[src/verilog/port_pkg.sv]
// Purpose: shared constants of the port configuration and data register block
// Assumes: byte-wide register space reached by the core's register instructions
// Notes:   three address spaces: input (read), output (write), configuration (rw)
package port_pkg;
  // input and output register space addresses
  localparam logic [7:0] ADDR_PORT_A       = 8'h00;
  localparam logic [7:0] ADDR_PORT_B       = 8'h01;
  localparam logic [7:0] ADDR_PORT_C       = 8'h02;
  // configuration register space addresses
  localparam logic [7:0] ADDR_B_PULLUP     = 8'h1c;
  localparam logic [7:0] ADDR_B_OPTION     = 8'h1d;
  localparam logic [7:0] ADDR_B_DIRECTION  = 8'h1e;
  localparam logic [7:0] ADDR_B_FUNCTION   = 8'h1f;
  localparam logic [7:0] ADDR_C_PULLUP     = 8'h20;
  localparam logic [7:0] ADDR_C_OPTION     = 8'h21;
  localparam logic [7:0] ADDR_C_DIRECTION  = 8'h22;
  localparam logic [7:0] ADDR_C_FUNCTION   = 8'h23;
  // reset values
  localparam logic [7:0] RESET_CONFIG      = 8'h00;
  localparam logic [7:0] RESET_DRIVE       = 8'h00;
  // port c has six implemented bits
  localparam logic [7:0] PORTC_MASK        = 8'h3f;
  // port c alternate function bit positions
  localparam int         PC_TIMER_RESET    = 5;
  localparam int         PC_SERIAL_TX      = 4;
  localparam int         PC_SPI_SS         = 3;
  localparam int         PC_SPI_MISO       = 2;
  localparam int         PC_SPI_MOSI       = 1;
  localparam int         PC_SPI_SCK        = 0;
endpackage

[src/verilog/port_config_and_data_regs.sv]
// Purpose: port b and c configuration registers and port a, b, c data registers
// Assumes: core issues one-cycle read and write strobes per register space
// Notes:   pin levels pass a two-stage synchroniser before any read
// Operation
// - port b pull-up bit set enables that pin's pull-up
// - port b option bit feeds its pin's mode selection
// - port b direction bit zero is input, one is output
// - port c pull-up bits 5..0 enable pull-ups; bits 7,6 unused
// - port c option bits 5..0 feed mode selection; upper bits unused
// - port c direction bits 5..0 select input or output
// - port b function bit routes pin to analog channel; bit 0 also reference
// - port c function bits route to timer reset, tx, spi ss/miso/mosi/sck
// - input registers at 00h..02h return digital input levels
// - input registers are read-only with no defined reset value
// - output register writes drive pins configured as outputs
// - output registers are write-only and clear on reset
// - configuration registers 1ch..23h are read/write and reset to zero
// - port c data registers are meaningless in the smallest packages
// - pull-up/option/direction decode into eight pin modes
// - pull-up and option reach pins only when direction is written
// - port b and c input reads return last written value for output pins
module port_config_and_data_regs (
  // clock and reset
  input  wire logic       sys_clk,
  input  wire logic       resetn,
  // input register space read
  input  wire logic       in_rd,
  input  wire logic [7:0] in_addr,
  // output register space write
  input  wire logic       out_wr,
  input  wire logic [7:0] out_addr,
  input  wire logic [7:0] out_wdata,
  // configuration register space
  input  wire logic       cfg_rd,
  input  wire logic       cfg_wr,
  input  wire logic [7:0] cfg_addr,
  input  wire logic [7:0] cfg_wdata,
  // read data to core
  output logic      [7:0] rdata_r,
  output logic            rvalid_r,
  // pins: levels in
  input  wire logic [7:0] porta_pin_in,
  input  wire logic [7:0] portb_pin_in,
  input  wire logic [5:0] portc_pin_in,
  // port a drive (configuration of port a lives elsewhere)
  output logic      [7:0] porta_drive_bits_r,
  // port b pad controls
  output logic      [7:0] portb_pad_out_r,
  output logic      [7:0] portb_pad_oe_r,
  output logic      [7:0] portb_pad_pullup_r,
  output logic      [7:0] portb_pad_weak_r,
  output logic      [7:0] portb_pad_irq_en_r,
  output logic      [7:0] analog_channel_in_r,
  // port c pad controls
  output logic      [5:0] portc_pad_out_r,
  output logic      [5:0] portc_pad_oe_r,
  output logic      [5:0] portc_pad_pullup_r,
  output logic      [5:0] portc_pad_weak_r,
  output logic      [5:0] portc_pad_irq_en_r,
  // port c peripheral hookup
  input  wire logic [5:0] portc_alt_out,
  input  wire logic [5:0] portc_alt_oe,
  output logic      [5:0] portc_function_bit_r,
  output logic            timer_reset_in_r
);
  // programmed (shadow) and latched configuration
  logic [7:0] b_pull_r, b_pull_nxt, b_opt_r, b_opt_nxt, b_dir_r, b_dir_nxt;
  logic [7:0] b_func_r, b_func_nxt;
  logic [7:0] c_pull_r, c_pull_nxt, c_opt_r, c_opt_nxt, c_dir_r, c_dir_nxt;
  logic [7:0] c_func_r, c_func_nxt;
  logic [7:0] b_pull_act_r, b_pull_act_nxt, b_opt_act_r, b_opt_act_nxt;
  logic [7:0] c_pull_act_r, c_pull_act_nxt, c_opt_act_r, c_opt_act_nxt;
  logic [7:0] a_drv_r, a_drv_nxt, b_drv_r, b_drv_nxt, c_drv_r, c_drv_nxt;
  logic [7:0] rdata_nxt;
  logic       rvalid_nxt;
  // synchronisers
  logic [7:0] a_meta_r, a_sync_r, b_meta_r, b_sync_r;
  logic [5:0] c_meta_r, c_sync_r;

  // pin levels cross in through two flops
  always_ff @(posedge sys_clk) begin
    a_meta_r <= porta_pin_in;
    a_sync_r <= a_meta_r;
    b_meta_r <= portb_pin_in;
    b_sync_r <= b_meta_r;
    c_meta_r <= portc_pin_in;
    c_sync_r <= c_meta_r;
  end

  // configuration and output register writes
  always_comb begin
    b_pull_nxt     = b_pull_r;
    b_opt_nxt      = b_opt_r;
    b_dir_nxt      = b_dir_r;
    b_func_nxt     = b_func_r;
    c_pull_nxt     = c_pull_r;
    c_opt_nxt      = c_opt_r;
    c_dir_nxt      = c_dir_r;
    c_func_nxt     = c_func_r;
    b_pull_act_nxt = b_pull_act_r;
    b_opt_act_nxt  = b_opt_act_r;
    c_pull_act_nxt = c_pull_act_r;
    c_opt_act_nxt  = c_opt_act_r;
    a_drv_nxt      = a_drv_r;
    b_drv_nxt      = b_drv_r;
    c_drv_nxt      = c_drv_r;
    if (cfg_wr) begin
      if (cfg_addr == port_pkg::ADDR_B_PULLUP) begin
        b_pull_nxt = cfg_wdata;
      end else if (cfg_addr == port_pkg::ADDR_B_OPTION) begin
        b_opt_nxt = cfg_wdata;
      end else if (cfg_addr == port_pkg::ADDR_B_DIRECTION) begin
        b_dir_nxt      = cfg_wdata;
        b_pull_act_nxt = b_pull_r; // latch companions on direction write
        b_opt_act_nxt  = b_opt_r;
      end else if (cfg_addr == port_pkg::ADDR_B_FUNCTION) begin
        b_func_nxt = cfg_wdata;
      end else if (cfg_addr == port_pkg::ADDR_C_PULLUP) begin
        c_pull_nxt = cfg_wdata & port_pkg::PORTC_MASK;
      end else if (cfg_addr == port_pkg::ADDR_C_OPTION) begin
        c_opt_nxt = cfg_wdata & port_pkg::PORTC_MASK;
      end else if (cfg_addr == port_pkg::ADDR_C_DIRECTION) begin
        c_dir_nxt      = cfg_wdata & port_pkg::PORTC_MASK;
        c_pull_act_nxt = c_pull_r;
        c_opt_act_nxt  = c_opt_r;
      end else if (cfg_addr == port_pkg::ADDR_C_FUNCTION) begin
        c_func_nxt = cfg_wdata & port_pkg::PORTC_MASK;
      end
    end
    // output register space is write-only
    if (out_wr) begin
      if (out_addr == port_pkg::ADDR_PORT_A) begin
        a_drv_nxt = out_wdata;
      end else if (out_addr == port_pkg::ADDR_PORT_B) begin
        b_drv_nxt = out_wdata;
      end else if (out_addr == port_pkg::ADDR_PORT_C) begin
        c_drv_nxt = out_wdata & port_pkg::PORTC_MASK;
      end
    end
  end

  always_ff @(posedge sys_clk) begin
    if (!resetn) begin
      b_pull_r     <= port_pkg::RESET_CONFIG;
      b_opt_r      <= port_pkg::RESET_CONFIG;
      b_dir_r      <= port_pkg::RESET_CONFIG;
      b_func_r     <= port_pkg::RESET_CONFIG;
      c_pull_r     <= port_pkg::RESET_CONFIG;
      c_opt_r      <= port_pkg::RESET_CONFIG;
      c_dir_r      <= port_pkg::RESET_CONFIG;
      c_func_r     <= port_pkg::RESET_CONFIG;
      b_pull_act_r <= port_pkg::RESET_CONFIG;
      b_opt_act_r  <= port_pkg::RESET_CONFIG;
      c_pull_act_r <= port_pkg::RESET_CONFIG;
      c_opt_act_r  <= port_pkg::RESET_CONFIG;
      a_drv_r      <= port_pkg::RESET_DRIVE;
      b_drv_r      <= port_pkg::RESET_DRIVE;
      c_drv_r      <= port_pkg::RESET_DRIVE;
    end else begin
      b_pull_r     <= b_pull_nxt;
      b_opt_r      <= b_opt_nxt;
      b_dir_r      <= b_dir_nxt;
      b_func_r     <= b_func_nxt;
      c_pull_r     <= c_pull_nxt;
      c_opt_r      <= c_opt_nxt;
      c_dir_r      <= c_dir_nxt;
      c_func_r     <= c_func_nxt;
      b_pull_act_r <= b_pull_act_nxt;
      b_opt_act_r  <= b_opt_act_nxt;
      c_pull_act_r <= c_pull_act_nxt;
      c_opt_act_r  <= c_opt_act_nxt;
      a_drv_r      <= a_drv_nxt;
      b_drv_r      <= b_drv_nxt;
      c_drv_r      <= c_drv_nxt;
    end
  end

  // read path: input space mixes pins and drive by direction
  always_comb begin
    rdata_nxt  = 8'h00;
    rvalid_nxt = in_rd | cfg_rd;
    if (in_rd) begin
      // port a direction is outside this block; its pins read as levels
      if (in_addr == port_pkg::ADDR_PORT_A) begin
        rdata_nxt = a_sync_r;
      end else if (in_addr == port_pkg::ADDR_PORT_B) begin
        rdata_nxt = (b_sync_r & ~b_dir_r) | (b_drv_r & b_dir_r);
      end else if (in_addr == port_pkg::ADDR_PORT_C) begin
        rdata_nxt = ({2'b00, c_sync_r} & ~c_dir_r) | (c_drv_r & c_dir_r);
      end
    end else if (cfg_rd) begin
      if (cfg_addr == port_pkg::ADDR_B_PULLUP) begin
        rdata_nxt = b_pull_r;
      end else if (cfg_addr == port_pkg::ADDR_B_OPTION) begin
        rdata_nxt = b_opt_r;
      end else if (cfg_addr == port_pkg::ADDR_B_DIRECTION) begin
        rdata_nxt = b_dir_r;
      end else if (cfg_addr == port_pkg::ADDR_B_FUNCTION) begin
        rdata_nxt = b_func_r;
      end else if (cfg_addr == port_pkg::ADDR_C_PULLUP) begin
        rdata_nxt = c_pull_r;
      end else if (cfg_addr == port_pkg::ADDR_C_OPTION) begin
        rdata_nxt = c_opt_r;
      end else if (cfg_addr == port_pkg::ADDR_C_DIRECTION) begin
        rdata_nxt = c_dir_r;
      end else if (cfg_addr == port_pkg::ADDR_C_FUNCTION) begin
        rdata_nxt = c_func_r;
      end
    end
  end

  // registered read data, drive values and routing outputs
  always_ff @(posedge sys_clk) begin
    if (!resetn) begin
      rdata_r              <= 8'h00;
      rvalid_r             <= 1'b0;
      porta_drive_bits_r   <= port_pkg::RESET_DRIVE;
      analog_channel_in_r  <= 8'h00;
      portc_function_bit_r <= 6'h00;
      timer_reset_in_r     <= 1'b0;
    end else begin
      rdata_r              <= rdata_nxt;
      rvalid_r             <= rvalid_nxt;
      porta_drive_bits_r   <= a_drv_r;
      analog_channel_in_r  <= b_func_r; // bit 0 also selects the reference
      portc_function_bit_r <= c_func_r[5:0];
      // timer reset input taken from pin level when routed
      timer_reset_in_r     <= c_func_r[port_pkg::PC_TIMER_RESET]
                              & c_sync_r[port_pkg::PC_TIMER_RESET];
    end
  end

  // port b pads; analog pins keep the digital driver off
  pin_cell_bank #(.WIDTH(8)) u_portb (
    .sys_clk      (sys_clk),
    .resetn       (resetn),
    .pull_bits    (b_pull_act_r),
    .option_bits  (b_opt_act_r),
    .dir_bits     (b_dir_r),
    .func_bits    (b_func_r),
    .drive_bits   (b_drv_r),
    .alt_out      (8'h00),
    .alt_oe       (8'h00),
    .pad_out_r    (portb_pad_out_r),
    .pad_oe_r     (portb_pad_oe_r),
    .pad_pullup_r (portb_pad_pullup_r),
    .pad_weak_r   (portb_pad_weak_r),
    .pad_irq_en_r (portb_pad_irq_en_r)
  );

  // port c pads; absent in small packages so data has no effect there
  pin_cell_bank #(.WIDTH(6)) u_portc (
    .sys_clk      (sys_clk),
    .resetn       (resetn),
    .pull_bits    (c_pull_act_r[5:0]),
    .option_bits  (c_opt_act_r[5:0]),
    .dir_bits     (c_dir_r[5:0]),
    .func_bits    (c_func_r[5:0]),
    .drive_bits   (c_drv_r[5:0]),
    .alt_out      (portc_alt_out),
    .alt_oe       (portc_alt_oe),
    .pad_out_r    (portc_pad_out_r),
    .pad_oe_r     (portc_pad_oe_r),
    .pad_pullup_r (portc_pad_pullup_r),
    .pad_weak_r   (portc_pad_weak_r),
    .pad_irq_en_r (portc_pad_irq_en_r)
  );
endmodule

[src/verilog/pin_cell_bank.sv]
// Purpose: per-pin mode decode and pad control for one port
// Assumes: mode bits come from latched configuration registers
// Notes:   output enable high while the pad is actively driven
module pin_cell_bank #(
  parameter int WIDTH = 8
) (
  // clock and reset
  input  wire logic             sys_clk,
  input  wire logic             resetn,
  // latched configuration
  input  wire logic [WIDTH-1:0] pull_bits,
  input  wire logic [WIDTH-1:0] option_bits,
  input  wire logic [WIDTH-1:0] dir_bits,
  input  wire logic [WIDTH-1:0] func_bits,
  input  wire logic [WIDTH-1:0] drive_bits,
  // alternate function output data and enable
  input  wire logic [WIDTH-1:0] alt_out,
  input  wire logic [WIDTH-1:0] alt_oe,
  // pad controls
  output logic      [WIDTH-1:0] pad_out_r,
  output logic      [WIDTH-1:0] pad_oe_r,
  output logic      [WIDTH-1:0] pad_pullup_r,
  output logic      [WIDTH-1:0] pad_weak_r,
  output logic      [WIDTH-1:0] pad_irq_en_r
);
  logic [WIDTH-1:0] out_nxt;
  logic [WIDTH-1:0] oe_nxt;
  logic [WIDTH-1:0] pu_nxt;
  logic [WIDTH-1:0] weak_nxt;
  logic [WIDTH-1:0] irq_nxt;

  // one mode decoder per pin from pull-up, option, direction
  for (genvar i = 0; i < WIDTH; i++) begin : g_pin
    always_comb begin
      out_nxt[i]  = drive_bits[i];
      oe_nxt[i]   = 1'b0;
      pu_nxt[i]   = pull_bits[i];
      weak_nxt[i] = 1'b0;
      irq_nxt[i]  = 1'b0;
      case ({pull_bits[i], option_bits[i], dir_bits[i]})
        3'b010, 3'b110: irq_nxt[i] = 1'b1;
        3'b001, 3'b101: oe_nxt[i] = 1'b1;
        3'b011: begin
          oe_nxt[i] = ~drive_bits[i]; // open drain only pulls low
          out_nxt[i] = 1'b0;
        end
        3'b111: begin
          weak_nxt[i] = 1'b1;
          pu_nxt[i]   = 1'b1;
          oe_nxt[i]   = ~drive_bits[i];
          out_nxt[i]  = 1'b0;
        end
        default: ;
      endcase
      // peripheral takes the pad data when the function bit is set
      if (func_bits[i]) begin
        out_nxt[i] = alt_out[i];
        oe_nxt[i]  = alt_oe[i] & dir_bits[i];
        irq_nxt[i] = 1'b0;
      end
    end
  end

  // register pad controls so outputs come from flip-flops
  always_ff @(posedge sys_clk) begin
    if (!resetn) begin
      pad_out_r    <= '0;
      pad_oe_r     <= '0;
      pad_pullup_r <= '0;
      pad_weak_r   <= '0;
      pad_irq_en_r <= '0;
    end else begin
      pad_out_r    <= out_nxt;
      pad_oe_r     <= oe_nxt;
      pad_pullup_r <= pu_nxt;
      pad_weak_r   <= weak_nxt;
      pad_irq_en_r <= irq_nxt;
    end
  end
endmodule

[config.mk]
export PLATFORM = sky130hd
export DESIGN_NAME = port_config_and_data_regs
export DESIGN_NICKNAME = d
export VERILOG_FILES = /design/src/verilog/port_pkg.sv /design/src/verilog/port_config_and_data_regs.sv /design/src/verilog/pin_cell_bank.sv
export SDC_FILE = /design/constraint.sdc
export NUM_CORES = 1
export LEC_CHECK = 0
export ABC_AREA = 1
export BUFFER_PORTS_ARGS = -buffer_cell sky130_fd_sc_hd__buf_2
export CORE_MARGIN = 2
export CORE_UTILIZATION = 49
export DETAILED_ROUTE_END_ITERATION = 16
export PLACE_DENSITY = 0.8
export SKIP_CTS_REPAIR_TIMING = 1
export SYNTH_ARGS = -nofsm -noshare
export SYNTH_HDL_FRONTEND = slang
export SYNTH_SLANG_ARGS = --single-unit
[constraint.sdc]
create_clock -name sys_clk -period 1.45 [get_ports sys_clk]
set_input_delay 0.145 -clock sys_clk [delete_from_list [all_inputs] [get_ports sys_clk]]
set_output_delay 0.145 -clock sys_clk [all_outputs]
set_load 0.01 [all_outputs]
# Word-level counts from Yosys, hierarchy flattened
# Cells that the tools add are included.
# totals
ff_bits	252
inputBits	80
elab_cells	363
# op_classes
n_eq_ne	96
mux	87
bitwise_logic	40
n_reduce_logical	77
# ops
cell	count
equality test 3 bit (second input constant)	42
OR reduction 2 bit	56
equality test 3 x 2 -> 1 bit (second input constant)	28
2-to-1 mux 8 bit	9
2-to-1 mux 1 bit	60
equality test 3 x 1 -> 1 bit (second input constant)	14
equality test 8 x 5 -> 1 bit (second input constant)	4
equality test 8 x 6 -> 1 bit (second input constant)	4
OR reduction 4 bit	8
case mux 1 bit (2 select lines)	14
2-to-1 mux 6 bit	4
NOT 1 bit	24
AND 8 bit	2
equality test 8 x 1 -> 1 bit (second input constant)	2
equality test 8 x 2 -> 1 bit (second input constant)	2
zero test 8 bit	2
AND reduction 9 bit	1
AND 6 x 8 -> 8 bit	1
NOT 6 -> 8 bit	1
NOT 8 bit	1
bitwise OR 8 x 6 -> 8 bit	1
bitwise OR 8 bit	1
AND reduction 4 bit	2
AND reduction 8 bit	1
8 further kinds	16

# Logic depth before layout (Yosys ltp)
# Gate-level depths: netlist of run 1.
# depth
ltp_word	11
ltp_mapped	13

# Hierarchy
# Synthesis of run 1 repeated with hierarchy kept, for this count alone.
# hier_totals
hier_cells	1140
area_unflattened_um2	9123.8
# by_module_without_submodules
mod	instances	cells_per_inst	area_each_um2
port_config_and_data_regs	1	853	6698.9
pin_cell_bank at u_portb	1	164	1391.3
pin_cell_bank at u_portc	1	123	1033.5

# Worst setup path before layout of run 1
# OpenSTA, ideal clock, no wires.
# synth_timing
path_kind	in2reg
start	input port out_addr[3]
end	register c_drv_r[1]
setup_time_ps	119
arrival_time_ps	1255
required_time_ps	1331
path_slack_ps	75
path_stages	8
path_buffers	1
cell_sequence	or2_2 -> nor2_1 -> nand3_2 -> nor2_1 -> inv_1 -> buf_2 -> o21ai_0 -> a21oi_1
# synth_between
elab_chain_len	3
elab_cells_between_ends	6
cone_classes	2 x eq/ne; 2 x bitwise; 2 x reduce/logical
# synth_rtl
element	line	source
start, declared	port_config_and_data_regs.sv:31	input wire logic [7:0] out_addr,
equality test 8 x 1 -> 1 bit / zero test 8 bit (equally long branches)	port_config_and_data_regs.sv:134, port_config_and_data_regs.sv:132	
NOT 1 bit (no source line)	n/a	
AND reduction 4 bit (no source line) *	n/a	
end signal, assigned	port_config_and_data_regs.sv:158	c_drv_r <= port_pkg::RESET_DRIVE;
end signal, assigned	port_config_and_data_regs.sv:174	c_drv_r <= c_drv_nxt;
end, declared	port_config_and_data_regs.sv:73	logic [7:0] a_drv_r, a_drv_nxt, b_drv_r, b_drv_nxt, c_drv_r, c_drv_nxt;
# Every way passes the cells marked *; elsewhere a longest branch is shown, timed or not.
# A chain may end at the register's enable or synchronous reset.

# Worst setup path in the final report of run 1
# layout_timing
start	input port out_addr[3]
end	register a_drv_r[0]
# layout_between
elab_chain_len	2
# layout_rtl
element	line	source
zero test 8 bit	port_config_and_data_regs.sv:132	if (out_addr == port_pkg::ADDR_PORT_A) begin
AND reduction 2 bit (no source line)	n/a	
end signal, assigned	port_config_and_data_regs.sv:156	a_drv_r <= port_pkg::RESET_DRIVE;
end signal, assigned	port_config_and_data_regs.sv:172	a_drv_r <= a_drv_nxt;
end, declared	port_config_and_data_regs.sv:73	
# No other way between the ends.

==> results of run 1 <==
[area by class of cell]
class / instances / area (sq um) / share of cell area
Tap cell: 225 / 282 / 0.0243
Inverter: 146 / 548 / 0.0472
Clock inverter: 10 / 128 / 0.0110
Sequential cell: 252 / 5040 / 0.435
Timing Repair Buffer: 295 / 1980 / 0.171
Clock buffer: 35 / 723 / 0.0623
Multi-Input combinational cell: 616 / 2900 / 0.250
[critical path: stages]
cell and delay [ns]:
buf_2 0.09, or2_2 0.30, nor2_1 0.14, buf_4 0.13, nand3_2 0.06, buf_4 0.17
nor3_1 0.11, dlygate4sd3_1 0.58, nor2_1 0.05
[registers in the layout, indices dropped and copies added, names as in the netlist, 8 cells and up]
signal and cells:
a_sync_r 8, analog_channel_in_r 8, porta_drive_bits_r 8, u_portb.pad_pullup_r 8, u_portb.pad_out_r 8, b_drv_r 8, b_meta_r 8, b_opt_r 8
b_pull_act_r 8, b_func_r 8, u_portb.pad_oe_r 8, b_pull_r 8, a_drv_r 8, rdata_r 8, a_meta_r 8, u_portb.pad_irq_en_r 8
u_portb.pad_weak_r 8, b_sync_r 8, b_dir_r 8, b_opt_act_r 8
[placed cells by master, fill, tap and decap left out]
cell type,n
buf_12,7
nor4_2,1
bufinv_16,2
clkinv_2,3
clkinv_4,1
nor4b_2,1
o21ai_1,1
nor2_1,64
inv_16,1
o22ai_1,3
clkbuf_16,25
or2_2,2
inv_1,143
a311oi_1,6
dlygate4sd3_1,51
o21ai_0,126
nor3_1,19
clkbuf_8,6
nand2_2,1
clkbuf_1,4
dfxtp_1,252
inv_6,1
nor2_2,3
nand4_1,12
nor2_4,1
clkinvlp_4,2
nand3_2,3
nand2_1,190
nor4_4,1
a21oi_1,117
nand3_1,54
inv_2,3
a22o_1,1
buf_2,180
buf_4,57
o211ai_1,2
a211oi_1,8
[how the worst max path moves through the flow]
| stage | endpoint | cells past startpoint | slack [ns] | from |
|---|---|---|---|---|
| 2_1_floorplan | c_drv_r[1] | 8 | 0.08 | out_addr[3] |
| 3_3_place_gp | rdata_r[3] | 13 | -0.15 | cfg_addr[3] |
| 3_5_place_dp | rdata_r[3] | 13 | -0.11 | cfg_addr[3] |
| 4_1_cts | rdata_r[2] | 6 | 0.17 | c_drv_r[2] |
| 5_1_grt | rdata_r[2] | 6 | 0.04 | c_drv_r[2] |
| 6_report | a_drv_r[0] | 9 | 0.09 | out_addr[3] |
[layer usage]
metal  global-route usage  up-vias  wire, um
met1                0.353     3707     10700
met5                    0        -         0
met4                0.106        0       951
met3               0.0459       64      1920
met2                0.390      384     11500
li1                     -     3988         -
[stage by stage]
stage	area [sq um]	util	worst slack, ns	std cells	TNS [ns]
5_1_grt	11600	0.671	0.0355	1579	0
4_1_cts	11100	0.641	0.171	1528	0
2_1_floorplan	8670	-	0.0752	1056	0
3_3_place_gp	10200	0.592	-0.151	1483	-0.475
3_5_place_dp	10200	0.592	-0.114	1483	-0.974
6_report	11600	0.671	0.0907	1579	0
[report_power, final]
group	switching [W]	internal [W]
sequential	0.0000215	0.00700
clock	0.00275	0.00387
combinational	0.000344	0.000285
[cells by family (layout without fill, tap and decap cells)]
logic type | after synthesis | after routing | synth area share
AO/OA/AOI/OAI | 264 | 264 | 0.159
flip-flops | 252 | 252 | 0.582
buffers and inverters | 188 | 486 | 0.0844
AND/OR/NAND/NOR | 352 | 352 | 0.175
==> metrics.txt, run 1 <==
nets=1416; Max Clock Freq=736 MHz; Routed Antenna Nets=0; Vias=8143; Avg Cell Area, Syn=8.21 sq um; grt total ovfl=0; period utilization=0.937; initial core utilization=0.502; die area=18800 sq um; most common cell in the netlist=dfxtp_1; clk sinks=252; Post-Syn Area=8670 sq um; Post-synth EDFFs=0; largest area contributor in the netlist=dfxtp_1; worst hold stages=3; die height=137 um; most common flop cell mapped by yosys=dfxtp_1; vias per inst=5.16; worst hold slack=-0.0476 ns; register area share after synthesis=0.582; Crit Path Category=primary input to flip-flop; R2R Path End=rdata_r[1]; Total GRT Usage=0.254; Final Skew=0.0138 ns; final setup fails=0; largest cells by area after synthesis=dfxtp_1 (58%), nand2_1 (8.2%), o21ai_0 (7.3%), a21oi_1 (6.8%), inv_1 (6.2%); Max Slew Vio Count=0; data arrival time of the critical path=1.79 ns; crit start category=primary input; number of global-route vias before repair=7199; fillers=1435; Max Cap Violations=0; PwrDens=1230 nW/um^2; unrepaired setup endpoints after global routing=false; Ports=182; Core ar.=17300 sq um; syn_nets=1136; final WL=25.1 mm; Crit path required time=1.88 ns; largest net degree at the start of global routing=61; Root Driver=clkbuf_16; row count=48; worst r2r src=c_dir_r[1]; H-tree Lvls=1; Tmin final=1.36 ns; Worst Hold Path EP=u_portc.pad_oe_r[0]; CTS tree=yes; port bufs=181; CTS buffer count=25; max_slew headroom=0.710; failing checks=negative hold slack; DRC viols=0; status=complete, but fails checks; Ys Warns=0; drt pass-1 iters=6; 1st-iter DRT viols=818; number of antenna repair diodes=0; CP Max Fanout=8; overall power=0.0143 W; Die Wd=137 um; asr flop ratio synth=0; worst hold start=portc_alt_oe[0]; worst-skew pair later-pin latency=0.53 ns; initial antenna violation count=0; FF-to-FF setup slack=0.14 ns; top cells by count, synth=dfxtp_1 (252), nand2_1 (190), inv_1 (143); WL/cell=15.9 um; Seq cells post-synth=252; Area Growth Syn to Fin=33.8%; Clock transition at path regs=0.06 ns; Lkg Pwr=5.41 nW; first-pass GRT wire length=37.1 mm; Max VDD drop=0.000907 V; Worst R2R Path Depth=7; Final HPWL DP=17.6 mm; global placement routability congestion=0.921; maximum clock path buffer count=3; Worst Max-Slew Pin Slew=0.430 ns; endpoint class of the critical path=flip-flop; Final Hold Vio Count=1; Synth cell types=28; Syn Inst Count=1056; Min-Delay Path Class=primary input to flip-flop; layout cells sized above 1=0.222; Synth top area share=0.582
No activity file was read; power rests on OpenSTA's default activity.
==> inputs of run 2 (changes only) <==
- BUFFER_PORTS_ARGS: -buffer_cell sky130_fd_sc_hd__buf_2 -> default
- CORE_MARGIN: 2 -> default
- CORE_UTILIZATION: 49 -> 60
- DONT_BUFFER_PORTS: default -> 1
- clock period: 1.45 -> 1.3 ns (I/O delays scaled with it)
==> metrics.txt, run 2 (synthesis results as in run 1) <==
CP max stage delay=0.76 ns (+0.18 ns); CP top delay family=buffers and inverters; die area=14900 sq um (-20%); Routed Antenna Nets=0 (unchanged); Placed Instance Area=9190 sq um (-10%); layout cells sized above 1=0.102 (-0.121); Worst Max-Slew Pin Slew=0.470 ns (+0.0397 ns); Min-Delay Path Class=primary input to flip-flop; CP Cell Sequence=dlygate4sd3_1, nand3_1, dlygate4sd3_1, a21oi_1; largest net degree at the start of global routing=153 (+150%); worst hold slack=-0.247 ns (-0.200 ns); failing checks=negative hold slack; clk sinks=252 (unchanged); Die Wd=122 um (-11%); Area Growth Syn to Fin=27.4%; Max Slew Vio Count=0 (unchanged); initial antenna violation count=1 (+1); Final WS setup=0.000766 ns (-0.0900 ns); fillers=906 (-37%); Crit Path Category=primary input to flip-flop; maximum clock path buffer count=3 (unchanged); Max Clock Freq=770 MHz; GR Layer Usage met1=0.400 (+0.0480); final WL=24.3 mm (-3.4%); vias per inst=5.59 (+8.3%); period utilization=0.999; non-filler cells, final=1392 (-12%); worst-skew pair later-pin latency=0.52 ns (about the same); global placement routability congestion=0.916 (-0.58%); crit start category=primary input; first-pass GRT wire length=33.6 mm (-9.6%); endpoint class of the critical path=flip-flop; Ports=182 (unchanged); commonest non-fill, non-tap cell in the layout=dfxtp_1; Clock transition at path regs=0.07 ns (about the same); port bufs=0 (-100%); Crit path top cell by count=dlygate4sd3_1; Lkg Pwr=4.58 nW (-15%); number of global-route vias before repair=6364 (-12%); row count=43 (-10%); CTS buffer count=24 (-4.0%); Crit-path slowest cell=dlygate4sd3_1; post-route cell area=11000 sq um (-4.8%); crit path buf inv count=2 (-2); Crit path required time=1.75 ns (-0.13 ns); most frequent cells in the layout=dfxtp_1 (251), nand2_1 (188), inv_1 (142), a21oi_1 (117), o21ai_0 (117); data arrival time of the critical path=1.75 ns (-0.04 ns); placed cell count=1251 (-16%); Final Hold Vio Count=147 (+146); status=complete, but fails checks; drt pass-1 iters=7 (+1); Max Cap Violations=0 (unchanged); DRC viols=0 (unchanged); nets=1273 (-10%); PwrDens=1440 nW/um^2 (+17%); Max VDD drop=0.00124 V (+37%); final setup fails=0 (unchanged); Final TNS setup=0 ns (unchanged); Vias=7776 (-4.5%); grt total ovfl=0 (unchanged); grt met2 use=0.448 (+0.0577); final core occ=0.790 (+0.119); Final Skew=0.0122 ns (-0.00166 ns); Final HPWL DP=15.5 mm (-12%); max_slew headroom=0.686 (-0.0239); 1st-iter DRT viols=870 (+6.4%); Core ar.=14000 sq um (-19%); Tmin final=1.30 ns; initial core utilization=0.620 (+0.119); Most Crowded Layer GR=met2; grt met3 use=0.0678 (+0.0219); H-tree Lvls=1 (unchanged); die height=122 um (-11%); Total GRT Usage=0.293 (+0.0384); WL/cell=17.4 um (+9.5%); Root Driver=clkbuf_16; CP Max Fanout=6 (-2); CTS tree=yes; dpl ws=-0.123 ns (-0.00816 ns)
[run 2: metrics by stage]
stage                     total power, W  hold slack [ns]
after floorplan                  0.00825            0.158
final                             0.0159           -0.247
after global routing              0.0163           -0.238
after global placement           0.00828            0.158
after detailed placement         0.00829            0.158
after CTS                         0.0158           -0.377
[run 2: final timing paths]
| path | startpoint | end | slack [ns] | depth (start not counted) |
|---|---|---|---|---|
| setup / recovery | cfg_wdata[3] | b_opt_r[3] | 0.0008 | 4 |
| hold / removal | resetn | c_opt_act_r[1] | -0.25 | 2 |
| setup reg to reg | c_func_r[3] | u_portc.pad_out_r[3] | 0.03 | 5 |
| hold reg to reg | a_meta_r[0] | a_sync_r[0] | 0.33 | 0 |
[run 2: cell type report]
type                       count  area, sq um  share of cell area
antenna                        1         2.50            0.000226
clock buffer                  30          663              0.0600
clock inverter                14          218              0.0197
inverter                     146          548              0.0496
multi-input combinational    616         2920               0.264
sequential                   252         5050               0.457
tap                          180          225              0.0204
timing repair buffer         153         1430               0.129
[run 2: worst reg2reg max path: cells and delay by family, from the launching register on]
family	cells	cell delay, ns
AOI/OAI and AO/OA	1	0.08
buffers and inverters	2	0.62
DFF	1	0.37
and+or+nand+nor	2	0.12
[run 2: layer usage]
metal / wire length (um) / vias to the layer above
li1: - / 3699
met1: 9620 / 3542
met2: 11300 / 465
met3: 2360 / 70
met4: 929 / 0
met5: 0 / -
[run 2: where the power goes]
group	total, W	internal, W	switching, W
Sequential	0.00784	0.00780	0.0000320
Clock	0.00763	0.00464	0.00299
Combinational	0.000446	0.000204	0.000242
